<file path="src/rtl/clk_sysref_cfg_pkg.sv">
/*
 * Constants for the clock and SYSREF configuration register slice: register
 * addresses, field positions, reset values and serial frame layout.
 * Assumes nothing of its surroundings; the register slice and the edge position holder use it by scope.
 */
// Functional notes
// - Timestamp and sample marking both set put SYSREF level on each sample LSB.
// - Marking only valid with decimation bypassed (D=1); not applied otherwise.
// - Clock control bit 2 selects DC-coupled PECL mode of device clock receiver.
// - Clock control bit 1 selects DC-coupled PECL mode of SYSREF receiver.
// - Clock control bit 0 inverts SYSREF before alignment use.
// - Tuning bit 4 selects clock converter feedback gain, one is high, resets one.
// - Tuning bit 2 enables analog clock supply noise suppression, resets zero.
// - Tuning bits 1:0 one-hot sample clock delay, reset 0x1, software writes one-hot.
// - A 24-bit status field reports SYSREF edge position against device clock.
// - Channel A full-scale range register is 16 bits, resets to 0xA000.
// - Sampling clock tuning register resets to 0x11.
// - Range code 0x2000 is 500 mVpp, 0xA000 800 mVpp, 0xFFFF 1000 mVpp.
package clk_sysref_cfg_pkg;

    // Serial frame layout: one direction bit, a 15-bit address, then data bytes.
    localparam int ADDR_W = 15;
    localparam int HDR_BITS = 16;
    localparam int BYTE_BITS = 8;
    localparam logic [4:0] HDR_LAST = 5'h10;
    localparam logic [3:0] BYTE_LAST = 4'h8;
    localparam int HDR_RW_BIT = 15;

    // Register byte addresses; multi-byte registers put the low byte first.
    localparam logic [ADDR_W-1:0] ADDR_CLK_INPUT_CTRL = 15'h002A;
    localparam logic [ADDR_W-1:0] ADDR_SAMPLE_CLK_TUNE = 15'h002B;
    localparam logic [ADDR_W-1:0] ADDR_EDGE_POS_0 = 15'h002C;
    localparam logic [ADDR_W-1:0] ADDR_EDGE_POS_1 = 15'h002D;
    localparam logic [ADDR_W-1:0] ADDR_EDGE_POS_2 = 15'h002E;
    localparam logic [ADDR_W-1:0] ADDR_FULLSCALE_RANGE_CHAN_A_0 = 15'h0030;
    localparam logic [ADDR_W-1:0] ADDR_FULLSCALE_RANGE_CHAN_A_1 = 15'h0031;
    localparam logic [ADDR_W-1:0] ADDR_STEP = 15'h0001;

    // Reset values.
    localparam logic [7:0] RST_CLK_INPUT_CTRL = 8'h00;
    localparam logic [7:0] RST_SAMPLE_CLK_TUNE = 8'h11;
    localparam logic [23:0] RST_EDGE_POS = 24'h000000;
    localparam logic [15:0] RST_FULLSCALE_RANGE_CHAN_A = 16'hA000;
    localparam logic [7:0] READ_UNMAPPED = 8'h00;

    // Clock input control fields.
    localparam int BIT_SYSREF_MARKER = 3;
    localparam int BIT_DEVCLK_PECL = 2;
    localparam int BIT_SYSREF_PECL = 1;
    localparam int BIT_SYSREF_INVERT = 0;

    // Sampling clock tuning fields.
    localparam int BIT_FEEDBACK_GAIN = 4;
    localparam int BIT_NOISE_SUPPRESS = 2;
    localparam int DELAY_MSB = 1;
    localparam int DELAY_LSB = 0;

    // Full-scale range code landmarks.
    localparam logic [15:0] FS_CODE_MIN_RECOMMENDED = 16'h2000;
    localparam logic [15:0] FS_CODE_DEFAULT = 16'hA000;
    localparam logic [15:0] FS_CODE_MAX = 16'hFFFF;

    typedef enum logic [1:0] {
        FRAME_IDLE,
        FRAME_HEADER,
        FRAME_DATA
    } frame_state_e;

endpackage

</file>
<file path="src/rtl/marker_cfg_if.sv">
/*
 * Interface carrying the timestamp marking configuration from the register
 * slice to the sample marking stage.
 * Assumes both ends run on ref_clk.
 */
`timescale 1ns/1ps
`default_nettype none
interface marker_cfg_if;
    logic sysref_marker_enable;
    logic sysref_polarity_invert;

    modport regs (output sysref_marker_enable, output sysref_polarity_invert);
    modport marker (input sysref_marker_enable, input sysref_polarity_invert);
endinterface
`default_nettype wire

</file>
<file path="src/rtl/clk_sysref_cfg_regs.sv">
/*
 * Clock and SYSREF configuration register slice with its serial register
 * port. The port pins are sampled on ref_clk; a frame is a direction bit
 * (one for read), a 15-bit address, then data bytes with the address
 * stepping up by one after each byte.
 * Assumes the serial clock is slower than ref_clk by at least four times,
 * that the pins are synchronous to ref_clk, and that data is sent MSB first.
 */
`timescale 1ns/1ps
`default_nettype none
module clk_sysref_cfg_regs #(
    parameter int SAMPLE_W = 12,
    parameter int POS_W = 24
) (
    input wire logic ref_clk,
    input wire logic rst,
    input wire logic spi_csn,
    input wire logic spi_sclk,
    input wire logic spi_sdi,
    output logic spi_sdo,
    output logic spi_sdo_oe_n,
    input wire logic [POS_W-1:0] detector_position,
    input wire logic sample_marking_enable,
    input wire logic decimation_bypass,
    input wire logic sysref_level,
    input wire logic [SAMPLE_W-1:0] sample_in,
    output logic [SAMPLE_W-1:0] sample_out,
    output logic sysref_aligned,
    output logic sysref_marker_enable,
    output logic device_clock_pecl_mode,
    output logic sysref_pecl_mode,
    output logic sysref_polarity_invert,
    output logic feedback_gain_high,
    output logic supply_noise_suppress,
    output logic [1:0] sample_clock_delay,
    output logic [15:0] fullscale_range_chan_a
);
    clk_sysref_cfg_pkg::frame_state_e state_reg;
    logic sclk_prev_reg;
    logic sclk_rise;
    logic sclk_fall;
    logic [4:0] hdr_cnt_reg;
    logic [3:0] bit_cnt_reg;
    logic [15:0] hdr_shift_reg;
    logic [15:0] hdr_next;
    logic [7:0] data_shift_reg;
    logic [7:0] data_next;
    logic [7:0] out_shift_reg;
    logic read_frame_reg;
    logic [clk_sysref_cfg_pkg::ADDR_W-1:0] addr_reg;
    logic [clk_sysref_cfg_pkg::ADDR_W-1:0] rd_addr;
    logic hdr_done;
    logic byte_done;
    logic wr_stb;
    logic [7:0] rdata;
    logic freeze;
    logic [7:0] clk_input_ctrl_reg;
    logic [7:0] sample_clk_tune_reg;
    logic [15:0] fullscale_range_chan_a_reg;
    logic [POS_W-1:0] live_position;
    logic [POS_W-1:0] frozen_position;

    marker_cfg_if cfg_bus ();

    // Serial clock edges seen at ref_clk rate.
    always_ff @(posedge ref_clk or posedge rst) begin
        if (rst) begin
            sclk_prev_reg <= 1'b0;
        end else begin
            sclk_prev_reg <= spi_sclk;
        end
    end

    assign sclk_rise = spi_sclk && !sclk_prev_reg && !spi_csn;
    assign sclk_fall = !spi_sclk && sclk_prev_reg && !spi_csn;
    assign hdr_next = {hdr_shift_reg[14:0], spi_sdi};
    assign data_next = {data_shift_reg[6:0], spi_sdi};
    assign hdr_done = (state_reg == clk_sysref_cfg_pkg::FRAME_HEADER) && sclk_rise
        && (hdr_cnt_reg == clk_sysref_cfg_pkg::HDR_LAST - 5'h01);
    assign byte_done = (state_reg == clk_sysref_cfg_pkg::FRAME_DATA) && sclk_rise
        && (bit_cnt_reg == clk_sysref_cfg_pkg::BYTE_LAST - 4'h1);
    assign wr_stb = byte_done && !read_frame_reg;

    // Address used for the read byte that is about to be loaded.
    always_comb begin
        if (hdr_done) begin
            rd_addr = hdr_next[clk_sysref_cfg_pkg::ADDR_W-1:0];
        end else begin
            rd_addr = addr_reg + clk_sysref_cfg_pkg::ADDR_STEP;
        end
    end

    // Frame sequencing: chip select high returns to idle at once.
    always_ff @(posedge ref_clk or posedge rst) begin
        if (rst) begin
            state_reg <= clk_sysref_cfg_pkg::FRAME_IDLE;
        end else if (spi_csn) begin
            state_reg <= clk_sysref_cfg_pkg::FRAME_IDLE;
        end else begin
            unique case (state_reg)
                clk_sysref_cfg_pkg::FRAME_IDLE: begin
                    state_reg <= clk_sysref_cfg_pkg::FRAME_HEADER;
                end
                clk_sysref_cfg_pkg::FRAME_HEADER: begin
                    if (hdr_done) begin
                        state_reg <= clk_sysref_cfg_pkg::FRAME_DATA;
                    end
                end
                clk_sysref_cfg_pkg::FRAME_DATA: begin
                    state_reg <= clk_sysref_cfg_pkg::FRAME_DATA;
                end
            endcase
        end
    end

    // Header shift and bit count.
    always_ff @(posedge ref_clk or posedge rst) begin
        if (rst) begin
            hdr_shift_reg <= 16'h0000;
            hdr_cnt_reg <= 5'h00;
        end else if (state_reg != clk_sysref_cfg_pkg::FRAME_HEADER) begin
            hdr_cnt_reg <= 5'h00;
        end else if (sclk_rise) begin
            hdr_shift_reg <= hdr_next;
            hdr_cnt_reg <= hdr_cnt_reg + 5'h01;
        end
    end

    // Direction and streaming address.
    always_ff @(posedge ref_clk or posedge rst) begin
        if (rst) begin
            read_frame_reg <= 1'b0;
            addr_reg <= '0;
        end else if (hdr_done) begin
            read_frame_reg <= hdr_next[clk_sysref_cfg_pkg::HDR_RW_BIT];
            addr_reg <= hdr_next[clk_sysref_cfg_pkg::ADDR_W-1:0];
        end else if (byte_done) begin
            addr_reg <= addr_reg + clk_sysref_cfg_pkg::ADDR_STEP;
        end
    end

    // Data byte shift and count within the byte.
    always_ff @(posedge ref_clk or posedge rst) begin
        if (rst) begin
            data_shift_reg <= 8'h00;
            bit_cnt_reg <= 4'h0;
        end else if (state_reg != clk_sysref_cfg_pkg::FRAME_DATA) begin
            bit_cnt_reg <= 4'h0;
        end else if (byte_done) begin
            data_shift_reg <= data_next;
            bit_cnt_reg <= 4'h0;
        end else if (sclk_rise) begin
            data_shift_reg <= data_next;
            bit_cnt_reg <= bit_cnt_reg + 4'h1;
        end
    end

    // Read byte: loaded after the header and after each byte, shifted on
    // falling edges once the master has sampled the current bit.
    always_ff @(posedge ref_clk or posedge rst) begin
        if (rst) begin
            out_shift_reg <= 8'h00;
        end else if (hdr_done || byte_done) begin
            out_shift_reg <= rdata;
        end else if (sclk_fall && (state_reg == clk_sysref_cfg_pkg::FRAME_DATA)
                && (bit_cnt_reg != 4'h0)) begin
            out_shift_reg <= {out_shift_reg[6:0], 1'b0};
        end
    end

    // Serial output driven only during the data phase of a read.
    always_ff @(posedge ref_clk or posedge rst) begin
        if (rst) begin
            spi_sdo_oe_n <= 1'b1;
        end else begin
            spi_sdo_oe_n <= !((state_reg == clk_sysref_cfg_pkg::FRAME_DATA) && read_frame_reg
                && !spi_csn);
        end
    end

    assign spi_sdo = out_shift_reg[7];

    // Register read mux; unmapped addresses return zero.
    always_comb begin
        unique case (rd_addr)
            clk_sysref_cfg_pkg::ADDR_CLK_INPUT_CTRL: rdata = clk_input_ctrl_reg;
            clk_sysref_cfg_pkg::ADDR_SAMPLE_CLK_TUNE: rdata = sample_clk_tune_reg;
            clk_sysref_cfg_pkg::ADDR_EDGE_POS_0: rdata = live_position[7:0];
            clk_sysref_cfg_pkg::ADDR_EDGE_POS_1: rdata = frozen_position[15:8];
            clk_sysref_cfg_pkg::ADDR_EDGE_POS_2: rdata = frozen_position[23:16];
            clk_sysref_cfg_pkg::ADDR_FULLSCALE_RANGE_CHAN_A_0: rdata = fullscale_range_chan_a_reg[7:0];
            clk_sysref_cfg_pkg::ADDR_FULLSCALE_RANGE_CHAN_A_1: rdata = fullscale_range_chan_a_reg[15:8];
            default: rdata = clk_sysref_cfg_pkg::READ_UNMAPPED;
        endcase
    end

    // The snapshot is taken when the low position byte is loaded for reading.
    assign freeze = (hdr_done || byte_done) && (rd_addr == clk_sysref_cfg_pkg::ADDR_EDGE_POS_0);

    // Clock input control register, reserved bits stored as written.
    always_ff @(posedge ref_clk or posedge rst) begin
        if (rst) begin
            clk_input_ctrl_reg <= clk_sysref_cfg_pkg::RST_CLK_INPUT_CTRL;
        end else if (wr_stb && (addr_reg == clk_sysref_cfg_pkg::ADDR_CLK_INPUT_CTRL)) begin
            clk_input_ctrl_reg <= data_next;
        end
    end

    // Sampling clock tuning register; delay code is stored as written.
    always_ff @(posedge ref_clk or posedge rst) begin
        if (rst) begin
            sample_clk_tune_reg <= clk_sysref_cfg_pkg::RST_SAMPLE_CLK_TUNE;
        end else if (wr_stb && (addr_reg == clk_sysref_cfg_pkg::ADDR_SAMPLE_CLK_TUNE)) begin
            sample_clk_tune_reg <= data_next;
        end
    end

    // Channel A full-scale range, written one byte at a time.
    always_ff @(posedge ref_clk or posedge rst) begin
        if (rst) begin
            fullscale_range_chan_a_reg <= clk_sysref_cfg_pkg::RST_FULLSCALE_RANGE_CHAN_A;
        end else if (wr_stb && (addr_reg == clk_sysref_cfg_pkg::ADDR_FULLSCALE_RANGE_CHAN_A_0)) begin
            fullscale_range_chan_a_reg[7:0] <= data_next;
        end else if (wr_stb && (addr_reg == clk_sysref_cfg_pkg::ADDR_FULLSCALE_RANGE_CHAN_A_1)) begin
            fullscale_range_chan_a_reg[15:8] <= data_next;
        end
    end

    // Configuration outputs decoded from the stored fields.
    assign sysref_marker_enable = clk_input_ctrl_reg[clk_sysref_cfg_pkg::BIT_SYSREF_MARKER];
    assign device_clock_pecl_mode = clk_input_ctrl_reg[clk_sysref_cfg_pkg::BIT_DEVCLK_PECL];
    assign sysref_pecl_mode = clk_input_ctrl_reg[clk_sysref_cfg_pkg::BIT_SYSREF_PECL];
    assign sysref_polarity_invert = clk_input_ctrl_reg[clk_sysref_cfg_pkg::BIT_SYSREF_INVERT];
    assign feedback_gain_high = sample_clk_tune_reg[clk_sysref_cfg_pkg::BIT_FEEDBACK_GAIN];
    assign supply_noise_suppress = sample_clk_tune_reg[clk_sysref_cfg_pkg::BIT_NOISE_SUPPRESS];
    assign sample_clock_delay = sample_clk_tune_reg[clk_sysref_cfg_pkg::DELAY_MSB:
        clk_sysref_cfg_pkg::DELAY_LSB];
    assign fullscale_range_chan_a = fullscale_range_chan_a_reg;

    // Marking configuration travels to the sample stage over the interface.
    assign cfg_bus.sysref_marker_enable = sysref_marker_enable;
    assign cfg_bus.sysref_polarity_invert = sysref_polarity_invert;

    edge_position_hold #(
        .POS_W(POS_W)
    ) u_pos (
        .ref_clk(ref_clk),
        .rst(rst),
        .detector_position(detector_position),
        .freeze(freeze),
        .live_position(live_position),
        .frozen_position(frozen_position)
    );

    sample_marker #(
        .SAMPLE_W(SAMPLE_W)
    ) u_marker (
        .ref_clk(ref_clk),
        .rst(rst),
        .cfg(cfg_bus),
        .sample_marking_enable(sample_marking_enable),
        .decimation_bypass(decimation_bypass),
        .sysref_level(sysref_level),
        .sample_in(sample_in),
        .sample_out(sample_out),
        .sysref_aligned(sysref_aligned)
    );
endmodule
`default_nettype wire

</file>
<file path="src/rtl/sample_marker.sv">
/*
 * Sample marking stage: applies SYSREF polarity and, when allowed, replaces
 * the least significant bit of each output sample with the SYSREF level.
 * Assumes samples and SYSREF level are synchronous to ref_clk.
 */
`timescale 1ns/1ps
`default_nettype none
module sample_marker #(
    parameter int SAMPLE_W = 12
) (
    input wire logic ref_clk,
    input wire logic rst,
    marker_cfg_if.marker cfg,
    input wire logic sample_marking_enable,
    input wire logic decimation_bypass,
    input wire logic sysref_level,
    input wire logic [SAMPLE_W-1:0] sample_in,
    output logic [SAMPLE_W-1:0] sample_out,
    output logic sysref_aligned
);
    logic sysref_used;
    logic mark_active;

    // Polarity applies before the level is used for alignment or marking.
    assign sysref_used = sysref_level ^ cfg.sysref_polarity_invert;
    // Marking needs both enables and the undecimated path.
    assign mark_active = cfg.sysref_marker_enable && sample_marking_enable
        && decimation_bypass;

    // Registered sample output with optional LSB replacement.
    always_ff @(posedge ref_clk or posedge rst) begin
        if (rst) begin
            sample_out <= '0;
        end else if (mark_active) begin
            sample_out <= {sample_in[SAMPLE_W-1:1], sysref_used};
        end else begin
            sample_out <= sample_in;
        end
    end

    // Registered aligned SYSREF for the alignment logic.
    always_ff @(posedge ref_clk or posedge rst) begin
        if (rst) begin
            sysref_aligned <= 1'b0;
        end else begin
            sysref_aligned <= sysref_used;
        end
    end
endmodule
`default_nettype wire

</file>
<file path="src/rtl/edge_position_hold.sv">
/*
 * Holder for the SYSREF edge position status: tracks the detector every
 * cycle and freezes a copy when a read of the low byte begins.
 * Assumes the detector result is synchronous to ref_clk.
 */
`timescale 1ns/1ps
`default_nettype none
module edge_position_hold #(
    parameter int POS_W = 24
) (
    input wire logic ref_clk,
    input wire logic rst,
    input wire logic [POS_W-1:0] detector_position,
    input wire logic freeze,
    output logic [POS_W-1:0] live_position,
    output logic [POS_W-1:0] frozen_position
);
    // Latest detector result; no register write path exists here.
    always_ff @(posedge ref_clk or posedge rst) begin
        if (rst) begin
            live_position <= clk_sysref_cfg_pkg::RST_EDGE_POS;
        end else begin
            live_position <= detector_position;
        end
    end

    // Snapshot so the three bytes of one read belong together.
    always_ff @(posedge ref_clk or posedge rst) begin
        if (rst) begin
            frozen_position <= clk_sysref_cfg_pkg::RST_EDGE_POS;
        end else if (freeze) begin
            frozen_position <= live_position;
        end
    end
endmodule
`default_nettype wire

</file>
<file path="config.mk">
export PLATFORM = sky130hd
export DESIGN_NAME = clk_sysref_cfg_regs
export DESIGN_NICKNAME = d
export VERILOG_FILES = /design/src/rtl/clk_sysref_cfg_pkg.sv /design/src/rtl/marker_cfg_if.sv /design/src/rtl/clk_sysref_cfg_regs.sv /design/src/rtl/sample_marker.sv /design/src/rtl/edge_position_hold.sv
export SDC_FILE = /design/constraint.sdc
export NUM_CORES = 1
export LEC_CHECK = 0
export ABC_AREA = 0
export ABC_CLOCK_PERIOD_IN_PS = 11800
export BUFFER_PORTS_ARGS = -buffer_cell sky130_fd_sc_hd__buf_4
export CAP_MARGIN = 30
export CORE_UTILIZATION = 45
export CTS_CLUSTER_DIAMETER = 80
export DETAILED_ROUTE_END_ITERATION = 10
export GPL_TIMING_DRIVEN = 0
export SYNTH_ARGS = -nofsm -noshare
export SYNTH_HDL_FRONTEND = slang
export SYNTH_SLANG_ARGS = --single-unit
</file>
<file path="constraint.sdc">
create_clock -name ref_clk -period 11.8 [get_ports ref_clk]
set_input_delay 1.18 -clock ref_clk [delete_from_list [all_inputs] [get_ports ref_clk]]
set_output_delay 1.18 -clock ref_clk [all_outputs]
set_load 0.005 [all_outputs]
</file>
==> results_tabular.tex <==
\begin{tabular}{lr}
\hline
Metric & Value \\
\hline
\multicolumn{2}{l}{\textbf{Global routing}} \\
\quad Vias in the first global route & roughly 4,700 \\
\quad Global-route wire length before repair & between 20,000 and 25,000 um \\
\quad Total global-route track usage & 0.208 \\
\quad Total congestion overflow & 0 \\
\quad Largest net degree at the start of global routing & 102 \\
\quad Antenna violations before repair & 0 \\
\multicolumn{2}{l}{\textbf{Cells and area}} \\
\quad Area grow syn2layout & 21.4\% \\
\quad Final instance area & around 0.0081 mm2 \\
\quad ANT cells & 0 \\
\quad Max FFs per register & 24 \\
\quad Share of cells above drive strength 1 & 0.353 \\
\quad Finished Layout Cells & 832 \\
\quad Post-layout net count & 693 \\
\multicolumn{2}{l}{\textbf{Yosys}} \\
\quad Register bit total from synthesis & approximately 140 \\
\quad Mapped cell area & between 0.006 and 0.007 mm2 \\
\quad Number of synthesized flops with an enable pin & 0 \\
\quad Syn avg cell area & around 12 um2 \\
\quad Ys flop type & dfrtp\_1 \\
\quad Count of different cell masters after synthesis & 64 \\
\quad Post-Synthesis Cells & 537 \\
\quad Syn nets & approximately 600 \\
\quad Sequential element share of the synthesized area & 0.544 \\
\quad Share of flip-flops with an asynchronous set or reset after synthesis & 1.00 \\
\quad Yosys warnings & 0 \\
\multicolumn{2}{l}{\textbf{Setup path}} \\
\quad Startpoint class of the critical path & input pin \\
\quad Required time of the critical path & 12.13 ns \\
\quad Crit Path Category & input pin to register \\
\quad Critical path capture point type & register \\
\quad CP Data Arrival Time & slightly above 4 ns \\
\quad Biggest fanout along the worst timing path & 10 \\
\multicolumn{2}{l}{\textbf{Pwr}} \\
\quad Power density of the placed cells & 136 mW/mm2 \\
\quad Comb pwr share & 0.061 \\
\quad Internal power component & 826 uW \\
\quad Switching power & between 200 and 300 uW \\
\quad Highest ir drop seen on vdd & 130 uV \\
\quad Switching share of total power & 0.247 \\
\quad Pwr Total & 1100 uW \\
\quad Sequential Power Share & 0.485 \\
\quad Share of total power in the clock network & 0.454 \\
\quad Leakage & 0.00372 uW \\
\multicolumn{2}{l}{\textbf{Drt}} \\
\quad Met3 Wirelength & 502 um \\
\quad Metal2 WL & about 7000 um \\
\quad Via count & 4,549 \\
\quad Wire length on met1 & roughly 6500 um \\
\quad Number of design rule violations left after detail routing & 0 \\
\quad WL/cell & around 17 um \\
\quad Highest layer used for signal routing & met4 \\
\quad Detailed-route vias per instance & between 5 and 6 \\
\quad ANT nets after route & 0 \\
\quad Detailed-route wire length & roughly 14,000 um \\
\quad First-pass DRT Iterations & 4 \\
\quad Initial detailed-routing violation count & 201 \\
\multicolumn{2}{l}{\textbf{Min path}} \\
\quad Worst Hold Class & register to register \\
\multicolumn{2}{l}{\textbf{Timing}} \\
\quad Pin slew with the least headroom to its limit & approximately 0.94 ns \\
\quad Worst max-slew margin expressed relative to the limit & 0.364 \\
\quad Max frequency & 271 MHz \\
\quad Count of endpoints failing hold in the final timing report & 0 \\
\quad Post-Route Setup TNS & 0 ns \\
\quad Setup clock skew after layout & 0.00985 ns \\
\quad Count of final setup violators & 0 \\
\quad Clock period minus final worst setup slack & around 3.7 ns \\
\quad Max-slew violations & 0 \\
\quad Worst Hold Margin & between 0.4 and 0.5 ns \\
\quad Unrepaired setup endpoints after global routing & false \\
\quad Final clock period utilization by the worst path & 0.313 \\
\multicolumn{2}{l}{\textbf{Die}} \\
\quad Placeable core region & approximately 0.014 mm2 \\
\quad Core Rows & 43 \\
\quad Die span in y & about 120 um \\
\quad \# IOs & 83 \\
\quad Starting density of the core & 0.469 \\
\quad Die footprint & between 0.015 and 0.02 mm2 \\
\quad Die Span X & 123 um \\
\multicolumn{2}{l}{\textbf{Clocking}} \\
\quad Clock tree buffer depth & 2 \\
\quad Clock root buffer & clkbuf\_16 \\
\quad Total number of H-tree levels & 4 \\
\quad Worst-skew pair later-pin latency & $\sim$0.43 ns \\
\quad Clk sink count & about 140 \\
\quad Worst-path clk slew & 0.06 ns \\
\quad Count of hold buffers inserted by post-cts repair & 0 \\
\quad Number of gates resized after cts & 0 \\
\quad Num CTS Buffers & 17 \\
\quad Clock tree from TritonCTS & built \\
\quad \# Post-CTS Setup Buffers & 0 \\
\multicolumn{2}{l}{\textbf{Run}} \\
\quad Count of maximum capacitance violations & 0 \\
\multicolumn{2}{l}{\textbf{Status}} \\
\quad Status & complete, no violations \\
\multicolumn{2}{l}{\textbf{Placed design}} \\
\quad Hpwl dp & 9930 um \\
\quad Cell area after placement & $\sim$0.0075 mm2 \\
\quad Total placed cells including tap cells & 800 \\
\quad Buffers on Ports & 81 \\
\quad Routability congestion estimate from global placement & 0.859 \\
\hline
\end{tabular}
-- power groups by stage --
| stage | registers, uW | logic [uW] | clock network (uW) |
|---|---|---|---|
| 2_1_floorplan | 535 | 41.2 | 0 |
| 3_3_place_gp | 540 | 64.1 | 0 |
| 3_5_place_dp | 541 | 67.8 | 0 |
| 4_1_cts | 532 | 68.1 | 510 |
| 5_1_grt | 535 | 75.1 | 532 |
| 6_report | 532 | 66.5 | 498 |
-- stage by stage --
step,util,setup WS (ns)
floorplan,-,6.76
global placement,0.528,5.20
detailed placement,0.531,7.65
CTS,0.569,8.12
global route,0.569,7.90
finish,0.569,8.11
-- cell families after synthesis --
| kind of cell | after synthesis | synth area share |
|---|---|---|
| compound gates | 78 | 0.0889 |
| xor+xnor | 23 | 0.0304 |
| fa+ha+maj | 10 | 0.0189 |
| buf+inv | 47 | 0.0342 |
| flops | 144 | 0.544 |
| mux | 95 | 0.166 |
| simple gates | 140 | 0.117 |
-- cells in the mapped netlist (2+ instances only) --
master	number	area (um2)
and4_1	4	35.0
a31oi_1	3	18.8
buf_1	2	7.51
o211a_1	9	90.1
buf_4	5	37.5
nand4b_1	2	17.5
xor2_1	13	114
a22oi_1	22	165
and2_1	5	31.3
nand4_1	7	43.8
mux2_4	10	150
nor2b_1	3	18.8
a21boi_0	3	22.5
a21oi_1	5	25.0
clkbuf_1	16	60.1
nor4_1	4	25.0
or3_1	3	18.8
xnor2_1	10	87.6
buf_2	6	30.0
nand3_1	16	80.1
and3_1	11	68.8
nand3_2	2	20.0
a41oi_1	6	52.6
dfrtp_1	139	3480
nor2_1	23	86.3
nor4b_1	3	26.3
nand2_1	36	135
mux2_2	81	912
o21ai_0	13	65.1
nor3_1	7	35.0
dfstp_2	5	131
mux2i_1	4	40.0
nor3b_1	3	22.5
inv_1	16	60.1
ha_1	10	125
nand3b_1	2	15.0
-- worst max-delay path, stage by stage --
cell and delay, ns:
buf_4 0.14, nor3b_2 0.39, nand3_2 0.22, buf_2 0.25, mux2_2 0.25, clkbuf_1 0.63
mux2i_1 0.25, or4_1 0.46, o211a_1 0.14, o22ai_1 0.11
-- final cells by class --
class                   instances  area, um2
inverters                      16       65.1
flip-flops and latches        144       3610
multi-input cells             346       2800
fillers                      1215       6100
clock inverters                12       98.8
clock buffers                  20        447
repair buffers                 83        646
plain buffers                  31        166
well taps                     180        225
-- layer usage --
layer / global-route usage / up-vias
met5: 0 / -
met4: 0.0919 / 0
met3: 0.0498 / 18
met2: 0.340 / 91
met1: 0.262 / 2285
li1: - / 2155
-- path summary, 6_finish.rpt --
kind / from / end / slack (ns) / cells after the start
worst max-delay path: spi_csn / out_shift_reg[0] / 8.11 / 10
worst min-delay path: u_pos.live_position[23] / u_pos.frozen_position[23] / 0.47 / 1
worst max register to register: addr_reg[1] / u_pos.frozen_position[22] / 8.40 / 11
worst min register to register: u_pos.live_position[23] / u_pos.frozen_position[23] / 0.47 / 1
max in group asynchronous: rst / sample_clk_tune_reg[4] / 10.19 / 3
min in group asynchronous: rst / bit_cnt_reg[3] / 0.75 / 2
-- layout by cell type (no fill, tap or decap), types with 15 or more instances in the layout --
cell type,netlist,routed
buf_4,5,86
nand3_1,16,16
dfrtp_1,139,139
mux2_2,81,81
nor2_1,23,23
nand2_1,36,36
a22oi_1,22,22
inv_1,16,15
clkbuf_16,0,17
clkbuf_1,16,18
Power figures use the tool's default switching activity.
